==> src/piar_map.vh <==
`ifndef PIAR_MAP_VH
`define PIAR_MAP_VH

// Register offsets on the management interface
`define PIAR_OFS_ID_HIGH 5'h02
`define PIAR_OFS_ID_LOW 5'h03
`define PIAR_OFS_ADV 5'h04
`define PIAR_OFS_PARTNER 5'h05

// Second identifier fields
`define PIAR_IDL_OUI_MSB 15
`define PIAR_IDL_OUI_LSB 10
`define PIAR_IDL_MODEL_MSB 9
`define PIAR_IDL_MODEL_LSB 4
`define PIAR_IDL_REV_MSB 3
`define PIAR_IDL_REV_LSB 0

// Advertisement and partner fields
`define PIAR_BIT_NEXT_PAGE 15
`define PIAR_BIT_ACK 14
`define PIAR_BIT_RFAULT 13
`define PIAR_BIT_PAUSE_ASYM 11
`define PIAR_BIT_PAUSE_SYM 10
`define PIAR_BIT_LP_PAUSE 10
`define PIAR_BIT_T4 9
`define PIAR_BIT_100FD 8
`define PIAR_BIT_100 7
`define PIAR_BIT_10FD 6
`define PIAR_BIT_10 5
`define PIAR_SEL_MSB 4
`define PIAR_SEL_LSB 0

// Writable and readable masks, reserved positions are zero
`define PIAR_ADV_WMASK 16'h2DFF
`define PIAR_LP_MASK 16'hE7FF

// Reset values
`define PIAR_SEL_IEEE 5'h01
`define PIAR_PAUSE_NONE 2'b00
`define PIAR_ADV_RST_FIXED 16'h0081

// Serial frame constants
`define PIAR_PREAMBLE_LEN 6'h20
`define PIAR_OP_READ 2'b10
`define PIAR_OP_WRITE 2'b01

`endif

==> src/piar_sync.v <==
`timescale 1ns/1ps
module piar_sync #(
  parameter WIDTH = 1
) (
  // Clock
  input wire i_ref_clk,
  // Asynchronous levels in, synchronised levels out
  input wire [WIDTH-1:0] i_async,
  output wire [WIDTH-1:0] o_sync
);

  genvar g;
  generate
    for (g = 0; g < WIDTH; g = g + 1)
    begin : g_bit
      reg meta;
      reg stable;
      always @(posedge i_ref_clk)
      begin
        meta <= i_async[g];
        stable <= meta;
      end
      assign o_sync[g] = stable;
    end
  endgenerate

endmodule

==> src/piar_regs.v <==
// What this block does
// - First ID register holds OUI bits 3..18
// - Second ID top field holds OUI bits 19..24
// - Second ID middle field holds model code
// - Revision nibble reset follows silicon revision
// - Pause field encodes four choices, resets none
// - Both pauses advertised resolve to at most one
// - Strap pins load 100FD, 10FD, 10 at reset
// - Four writable ability bits, 100 resets one
// - Local remote fault writable, partner's read-only
// - Partner next page read-only, resets zero
// - Acknowledge reads one after code word received
// - Partner pause support in one read-only bit
// - Partner T4 ability shown read-only
// - Partner speed and duplex abilities read-only, zero
// - Negotiated result overrides manual speed and duplex
`timescale 1ns/1ps
`include "piar_map.vh"
module piar_regs #(
  parameter [15:0] OUI_HIGH_RST = 16'h1234,
  parameter [5:0] OUI_LOW_RST = 6'h2A,
  parameter [5:0] MODEL_RST = 6'h15
) (
  // Clock and reset
  input wire i_ref_clk,
  input wire i_sys_rst,
  // Management serial pins
  input wire i_mdc,
  input wire i_mdio,
  output reg o_mdio,
  output reg o_mdio_oe_n,
  // Straps and silicon revision
  input wire [4:0] i_phy_addr,
  input wire [2:0] i_mode_strap,
  input wire [3:0] i_silicon_rev,
  // Negotiation engine
  input wire i_lcw_valid,
  input wire [15:0] i_lcw,
  input wire i_lcw_clear,
  input wire i_an_complete,
  // Basic control selections
  input wire i_an_enable,
  input wire i_manual_speed100,
  input wire i_manual_full_duplex,
  // Advertised word and resolved link
  output reg [15:0] o_adv_word,
  output reg o_speed100,
  output reg o_full_duplex,
  output reg o_pause_sym,
  output reg o_pause_asym
);

  localparam ST_IDLE = 3'd0;
  localparam ST_START = 3'd1;
  localparam ST_OPCODE = 3'd2;
  localparam ST_ADDR = 3'd3;
  localparam ST_TA = 3'd4;
  localparam ST_RDATA = 3'd5;
  localparam ST_WDATA = 3'd6;

  wire mdc_s;
  wire mdio_s;
  wire [4:0] phy_addr_s;
  wire [2:0] mode_s;
  wire [3:0] rev_s;

  piar_sync #(
    .WIDTH(14)
  ) u_sync (
    .i_ref_clk(i_ref_clk),
    .i_async({i_mdc, i_mdio, i_phy_addr, i_mode_strap, i_silicon_rev}),
    .o_sync({mdc_s, mdio_s, phy_addr_s, mode_s, rev_s})
  );

  reg mdc_d;
  wire mdc_rise;
  assign mdc_rise = mdc_s & ~mdc_d;

  reg [15:0] id_high;
  reg [15:0] id_low;
  reg [15:0] partner;
  reg [2:0] state;
  reg [5:0] pre_cnt;
  reg [4:0] bit_cnt;
  reg [1:0] opcode;
  reg [9:0] addr_sh;
  reg [15:0] data_sh;
  reg wr_en;
  reg [4:0] wr_reg;
  reg [15:0] wr_data;

  // Strap decoding: 111 advertises everything, else low bits 11 give 100FD, 01 give 10FD and 10, 00 give 10, 10 give none
  wire strap_all;
  wire adv_rst_100fd;
  wire adv_rst_10fd;
  wire adv_rst_10;
  assign strap_all = (mode_s == 3'b111);
  assign adv_rst_100fd = strap_all | (mode_s[1:0] == 2'b11);
  assign adv_rst_10fd = strap_all | (mode_s[1:0] == 2'b01);
  assign adv_rst_10 = strap_all | ~mode_s[1];

  reg [15:0] rd_data;
  always @*
  begin
    case (addr_sh[4:0])
      `PIAR_OFS_ID_HIGH: rd_data = id_high;
      `PIAR_OFS_ID_LOW: rd_data = id_low;
      `PIAR_OFS_ADV: rd_data = o_adv_word & `PIAR_ADV_WMASK;
      `PIAR_OFS_PARTNER: rd_data = partner & `PIAR_LP_MASK;
      default: rd_data = 16'h0000;
    endcase
  end

  wire addr_hit;
  assign addr_hit = (addr_sh[9:5] == phy_addr_s);

  // Serial frame engine, one step per management clock rising edge
  always @(posedge i_ref_clk)
  begin
    mdc_d <= mdc_s;
    if (i_sys_rst)
    begin
      state <= ST_IDLE;
      pre_cnt <= 6'h00;
      bit_cnt <= 5'h00;
      opcode <= 2'b00;
      addr_sh <= 10'h000;
      data_sh <= 16'h0000;
      wr_en <= 1'b0;
      wr_reg <= 5'h00;
      wr_data <= 16'h0000;
      o_mdio <= 1'b1;
      o_mdio_oe_n <= 1'b1;
    end
    else
    begin
      wr_en <= 1'b0;
      if (mdc_rise)
      begin
        case (state)
          ST_IDLE:
          begin
            if (mdio_s)
            begin
              if (pre_cnt != `PIAR_PREAMBLE_LEN)
              begin
                pre_cnt <= pre_cnt + 6'h01;
              end
            end
            else
            begin
              if (pre_cnt == `PIAR_PREAMBLE_LEN)
              begin
                state <= ST_START;
              end
              pre_cnt <= 6'h00;
            end
          end
          ST_START:
          begin
            bit_cnt <= 5'h00;
            state <= mdio_s ? ST_OPCODE : ST_IDLE;
          end
          ST_OPCODE:
          begin
            opcode <= {opcode[0], mdio_s};
            bit_cnt <= bit_cnt + 5'h01;
            if (bit_cnt == 5'h01)
            begin
              bit_cnt <= 5'h00;
              state <= ST_ADDR;
            end
          end
          ST_ADDR:
          begin
            addr_sh <= {addr_sh[8:0], mdio_s};
            bit_cnt <= bit_cnt + 5'h01;
            if (bit_cnt == 5'h09)
            begin
              bit_cnt <= 5'h00;
              if ((addr_sh[8:4] == phy_addr_s) &&
                  ((opcode == `PIAR_OP_READ) || (opcode == `PIAR_OP_WRITE)))
              begin
                state <= ST_TA;
              end
              else
              begin
                state <= ST_IDLE;
              end
            end
          end
          ST_TA:
          begin
            bit_cnt <= bit_cnt + 5'h01;
            if (opcode == `PIAR_OP_READ)
            begin
              if (bit_cnt == 5'h00)
              begin
                o_mdio <= 1'b0;
                o_mdio_oe_n <= 1'b0;
              end
              else
              begin
                o_mdio <= rd_data[15];
                data_sh <= {rd_data[14:0], 1'b0};
                bit_cnt <= 5'h00;
                state <= ST_RDATA;
              end
            end
            else if (bit_cnt == 5'h01)
            begin
              bit_cnt <= 5'h00;
              state <= ST_WDATA;
            end
          end
          ST_RDATA:
          begin
            if (bit_cnt == 5'h0F)
            begin
              o_mdio <= 1'b1;
              o_mdio_oe_n <= 1'b1;
              state <= ST_IDLE;
            end
            else
            begin
              o_mdio <= data_sh[15];
              data_sh <= {data_sh[14:0], 1'b0};
              bit_cnt <= bit_cnt + 5'h01;
            end
          end
          ST_WDATA:
          begin
            data_sh <= {data_sh[14:0], mdio_s};
            bit_cnt <= bit_cnt + 5'h01;
            if (bit_cnt == 5'h0F)
            begin
              wr_en <= addr_hit;
              wr_reg <= addr_sh[4:0];
              wr_data <= {data_sh[14:0], mdio_s};
              state <= ST_IDLE;
            end
          end
          default:
          begin
            state <= ST_IDLE;
          end
        endcase
      end
    end
  end

  // Identifier registers, writable as the map allows
  always @(posedge i_ref_clk)
  begin
    if (i_sys_rst)
    begin
      id_high <= OUI_HIGH_RST;
      id_low[`PIAR_IDL_OUI_MSB:`PIAR_IDL_OUI_LSB] <= OUI_LOW_RST;
      id_low[`PIAR_IDL_MODEL_MSB:`PIAR_IDL_MODEL_LSB] <= MODEL_RST;
      id_low[`PIAR_IDL_REV_MSB:`PIAR_IDL_REV_LSB] <= rev_s;
    end
    else if (wr_en && (wr_reg == `PIAR_OFS_ID_HIGH))
    begin
      id_high <= wr_data;
    end
    else if (wr_en && (wr_reg == `PIAR_OFS_ID_LOW))
    begin
      id_low <= wr_data;
    end
  end

  // Advertisement register
  always @(posedge i_ref_clk)
  begin
    if (i_sys_rst)
    begin
      o_adv_word <= `PIAR_ADV_RST_FIXED;
      o_adv_word[`PIAR_BIT_PAUSE_ASYM:`PIAR_BIT_PAUSE_SYM] <= `PIAR_PAUSE_NONE;
      o_adv_word[`PIAR_BIT_RFAULT] <= 1'b0;
      o_adv_word[`PIAR_BIT_100FD] <= adv_rst_100fd;
      o_adv_word[`PIAR_BIT_10FD] <= adv_rst_10fd;
      o_adv_word[`PIAR_BIT_10] <= adv_rst_10;
      o_adv_word[`PIAR_SEL_MSB:`PIAR_SEL_LSB] <= `PIAR_SEL_IEEE;
    end
    else if (wr_en && (wr_reg == `PIAR_OFS_ADV))
    begin
      // Reserved positions dropped so they never reach the link
      o_adv_word <= wr_data & `PIAR_ADV_WMASK;
    end
  end

  // Partner ability, filled only by received code words
  always @(posedge i_ref_clk)
  begin
    if (i_sys_rst)
    begin
      partner <= 16'h0000;
      partner[`PIAR_SEL_MSB:`PIAR_SEL_LSB] <= `PIAR_SEL_IEEE;
    end
    else if (i_lcw_valid)
    begin
      // A new word beats a same-cycle clear
      partner <= i_lcw & `PIAR_LP_MASK;
      partner[`PIAR_BIT_ACK] <= 1'b1;
    end
    else if (i_lcw_clear)
    begin
      partner[`PIAR_BIT_ACK] <= 1'b0;
    end
  end

  // Resolution of the negotiated link
  wire an_done;
  wire [15:0] common;
  assign an_done = i_an_enable & i_an_complete;
  assign common = o_adv_word & partner;

  always @(posedge i_ref_clk)
  begin
    if (i_sys_rst)
    begin
      o_speed100 <= 1'b0;
      o_full_duplex <= 1'b0;
      o_pause_sym <= 1'b0;
      o_pause_asym <= 1'b0;
    end
    else
    begin
      if (i_an_enable)
      begin
        // Highest common ability wins
        o_speed100 <= common[`PIAR_BIT_100FD] | common[`PIAR_BIT_100];
        o_full_duplex <= common[`PIAR_BIT_100FD] |
          (~common[`PIAR_BIT_100] & common[`PIAR_BIT_10FD]);
      end
      else
      begin
        o_speed100 <= i_manual_speed100;
        o_full_duplex <= i_manual_full_duplex;
      end
      // Symmetric preferred; never both at once
      o_pause_sym <= an_done & o_adv_word[`PIAR_BIT_PAUSE_SYM] & partner[`PIAR_BIT_LP_PAUSE];
      o_pause_asym <= an_done & o_adv_word[`PIAR_BIT_PAUSE_ASYM] &
        ~(o_adv_word[`PIAR_BIT_PAUSE_SYM] & partner[`PIAR_BIT_LP_PAUSE]);
    end
  end

endmodule

==> config.mk <==
export PLATFORM = sky130hd
export DESIGN_NAME = piar_regs
export DESIGN_NICKNAME = d
export VERILOG_FILES = /design/src/piar_sync.v /design/src/piar_regs.v
export VERILOG_INCLUDE_DIRS = /design/src
export SDC_FILE = /design/constraint.sdc
export NUM_CORES = 1
export LEC_CHECK = 0
export ABC_CLOCK_PERIOD_IN_PS = 3100
export BUFFER_PORTS_ARGS = -buffer_cell sky130_fd_sc_hd__buf_2
export CORE_MARGIN = 4
export CORE_UTILIZATION = 60
export DETAILED_ROUTE_END_ITERATION = 8
export HOLD_SLACK_MARGIN = 0.1
export PLACE_DENSITY = 0.87
export SLEW_MARGIN = 20
export SYNTH_ARGS = -nofsm -noshare
export SYNTH_HDL_FRONTEND = slang
export SYNTH_SLANG_ARGS = --single-unit
==> constraint.sdc <==
create_clock -name i_ref_clk -period 3.1 [get_ports i_ref_clk]
set_clock_uncertainty 0.05 [all_clocks]
set_input_delay 0.31 -clock i_ref_clk [delete_from_list [all_inputs] [get_ports i_ref_clk]]
set_output_delay 0.31 -clock i_ref_clk [all_outputs]
set_load 0.05 [all_outputs]
==> flow_summary.yaml <==
route:
  first_pass_iters: 5
  via_count: 5782
  avgRoutedWirePerCell_um: 17.05
  initialDrtViolationCount: 568
  routed_via_density: 6.004
  wirelength_um: 16420
  drc_errors: 0
  ant_nets: 0
final_layout:
  fin_cells: 963
  antenna_cells: 0
  area_growth_pct: 18.29
  design_area_um2: 7745
  drive_above_1_share: 0.1415
  nets: 859
power:
  p_sw_mw: 0.9495
  p_comb_frac: 0.041
  power_frac_clock: 0.470
  switching_share: 0.2217
  max-vdd-ir-drop_uv: 505.8
  power.internal_mw: 3.333
  p_per_area_nw_per_um2: 553.0
  p_seq_frac: 0.489
  power.leakage_nw: 2.830
clock_tree:
  clockBufferDepth: 2
  insertion_delay_ps: 550
  cts_tree: "yes"
  cts-root-buf: "clkbuf_8"
  htreeDepth: 4
  post_cts_buffers: 0
  numCtsBuffers: 17
  clk_pin_slew_ps: 60
  cts_sinks: 157
sta:
  relSlewSlack: 0.5025
  finalHoldViolCount: 0
  tightest_slew_ps: 746.2
  fin_crit_sh: 0.7898
  fin_ws_ps: 651.6
  maxSlewViolCount: 0
  rsz0062_at_grt: "false"
  min_period_ps: 2448
  setup_violations: 0
  hold-worst-slack_ps: 210.3
  fmax_mhz: 408.4
  finalSetupTns_ps: 0
placement:
  dpl_worst_slack_ps: 715.5
  io_buffers: 52
  post-place-cells: 899
  place_hpwl_um: 9989
  place_area_um2: 6842
  gp_congestion: 0.8683
synth:
  synth-main-ff-cell: "dfxtp_1"
  synth-seq-area-share: 0.4907
  netlist_instances: 752
  synth_common_cells: "150 x dfxtp_1, 117 x nand2_1, 70 x nor2_1"
  synth-edff-count: 7
  synth_fa_ha_area_frac: 0.01338
  synthMuxAreaShare: 0.05121
  yosysTopAreaCell: "dfxtp_1"
  synth_compound_area_frac: 0.1305
  syn_area_per_cell_um2: 8.707
  synth_area_um2: 6548
  yosysWarnings: 0
  synth.most_common_cell: "dfxtp_1"
  synth_top_family_by_area: "simple AND/OR/NAND/NOR gates"
  yosys.area.top_type_share: 0.4586
  synth-seq-cells: 157
  yosys-top-cells-area: "dfxtp_1 46%, nand2_1 6.7%, nand3_1 5.3%"
  synth.distinct_cells: 57
  synth-simple-area-share: 0.2429
  synthXorXnorAreaFrac: 0.02006
  synth-async-reset-ratio: 0
critical_path:
  critPathKind: "reg -> reg"
  arrival_ps: 2800
  worst-path-max-fanout: 9
  cp-start-kind: "flop"
  critPathRequiredTime_ps: 3450
  worstSetupEndpointType: "flop"
die:
  core_area_um2: 10460
  io-pin-count: 60
  row_count: 37
  start_util: 0.6258
  dieArea_um2: 12650
  die_y_um: 112.5
  die_x_um: 112.5
grt:
  grt_max_degree: 64
  grt_overflow: 0
  grt_pass1_wl_um: 27370
  globalRouteTotalUtil: 0.2677
  grt_pass1_vias: 5597
  antenna_found_initial: 0
status:
  status: "finished, final reports clean"
run:
  drv_cap: 0
worst_hold_path:
  hp-class: "in -> reg"
cell families (layout without fill, tap and decap cells):
group                      Yosys count  in the layout
and+or+nand+nor                    335            335
xor gates and xnor gates            15             15
other                                1              4
muxes                               33             33
adders and majority gates            7              7
AOI/OAI and AO/OA                  127            127
DFF                                157            157
buffers and inverters               77            149
critical path, cell delays in order (launching register included):
cell and delay (ps):
dfxtp_1 430, ha_1 220, and3_1 170, ha_1 300
o21ai_0 170, o211ai_1 610, nor3b_1 120, o21ai_1 160
a21oi_1 80
cell type report:
type                       instances  area (um2)
sequential                       157        3213
multi-input combinational        521        3019
clock buffer                      20       478.0
inverter                          19       71.32
tap                              136       170.2
clock inverter                    12       105.1
fill                             691        2718
timing repair buffer              98       688.2
per-layer routing:
metal  wire length [um]  global-route usage  vias to the layer above
li1                   -                   -                     2726
met1               6638              0.3379                     2721
met2               7936              0.4335                      301
met3               1487             0.06523                       34
met4                356              0.1234                        0
met5                  0                   0                        -
through the flow:
step                        util  power [mW]
after floorplan                -       2.236
after global placement    0.6539       2.272
after detailed placement  0.6539       2.278
after CTS                 0.7403       4.294
after global routing      0.7403       4.405
final                     0.7403       4.283
layout by cell type, fill, tap and decap left out, types with 6 or more instances in the layout:
| cell type | instances |
|---|---|
| inv_1 | 19 |
| o21ai_0 | 10 |
| a211o_1 | 7 |
| dlygate4sd3_1 | 32 |
| nand2_1 | 117 |
| clkbuf_16 | 18 |
| nand3b_1 | 10 |
| ha_1 | 7 |
| dfxtp_1 | 150 |
| nor3_1 | 24 |
| edfxtp_1 | 7 |
| nand3_1 | 69 |
| buf_4 | 15 |
| a21oi_1 | 50 |
| nor2b_1 | 9 |
| a41oi_1 | 11 |
| a211oi_1 | 18 |
| buf_2 | 51 |
| nor2_1 | 70 |
| a31oi_1 | 7 |
| xor2_1 | 6 |
| xnor2_1 | 9 |
| mux2i_1 | 29 |
repair_timing:
action                                  4_1_cts  5_1_grt
endpoints found under the hold margin        32        0
endpoints found under the setup margin        0        0
hold buffers                                 32        0
gates resized for setup                       0        0
final timing paths:
kind,from,end,slack [ps],cells after the start
hold reg to reg,u_sync.g_bit[11].meta$_DFF_P_,u_sync.g_bit[11].stable$_DFF_P_,270,0
setup reg to reg,bit_cnt[0]$_SDFFE_PP0P_,bit_cnt[2]$_SDFFE_PP0P_,650,8
setup / recovery,bit_cnt[0]$_SDFFE_PP0P_,bit_cnt[2]$_SDFFE_PP0P_,650,8
hold / removal,i_lcw_valid,partner[14]$_SDFFE_PP0P_,210,3
power groups by stage:
stage,logic [mW],clock network (mW),registers [mW]
finish,0.176,2.01,2.10
detailed placement,0.140,0,2.14
global route,0.190,2.12,2.10
CTS,0.173,2.03,2.09
floorplan,0.0890,0,2.15
global placement,0.135,0,2.14
No activity file was read; power rests on OpenSTA's default activity.
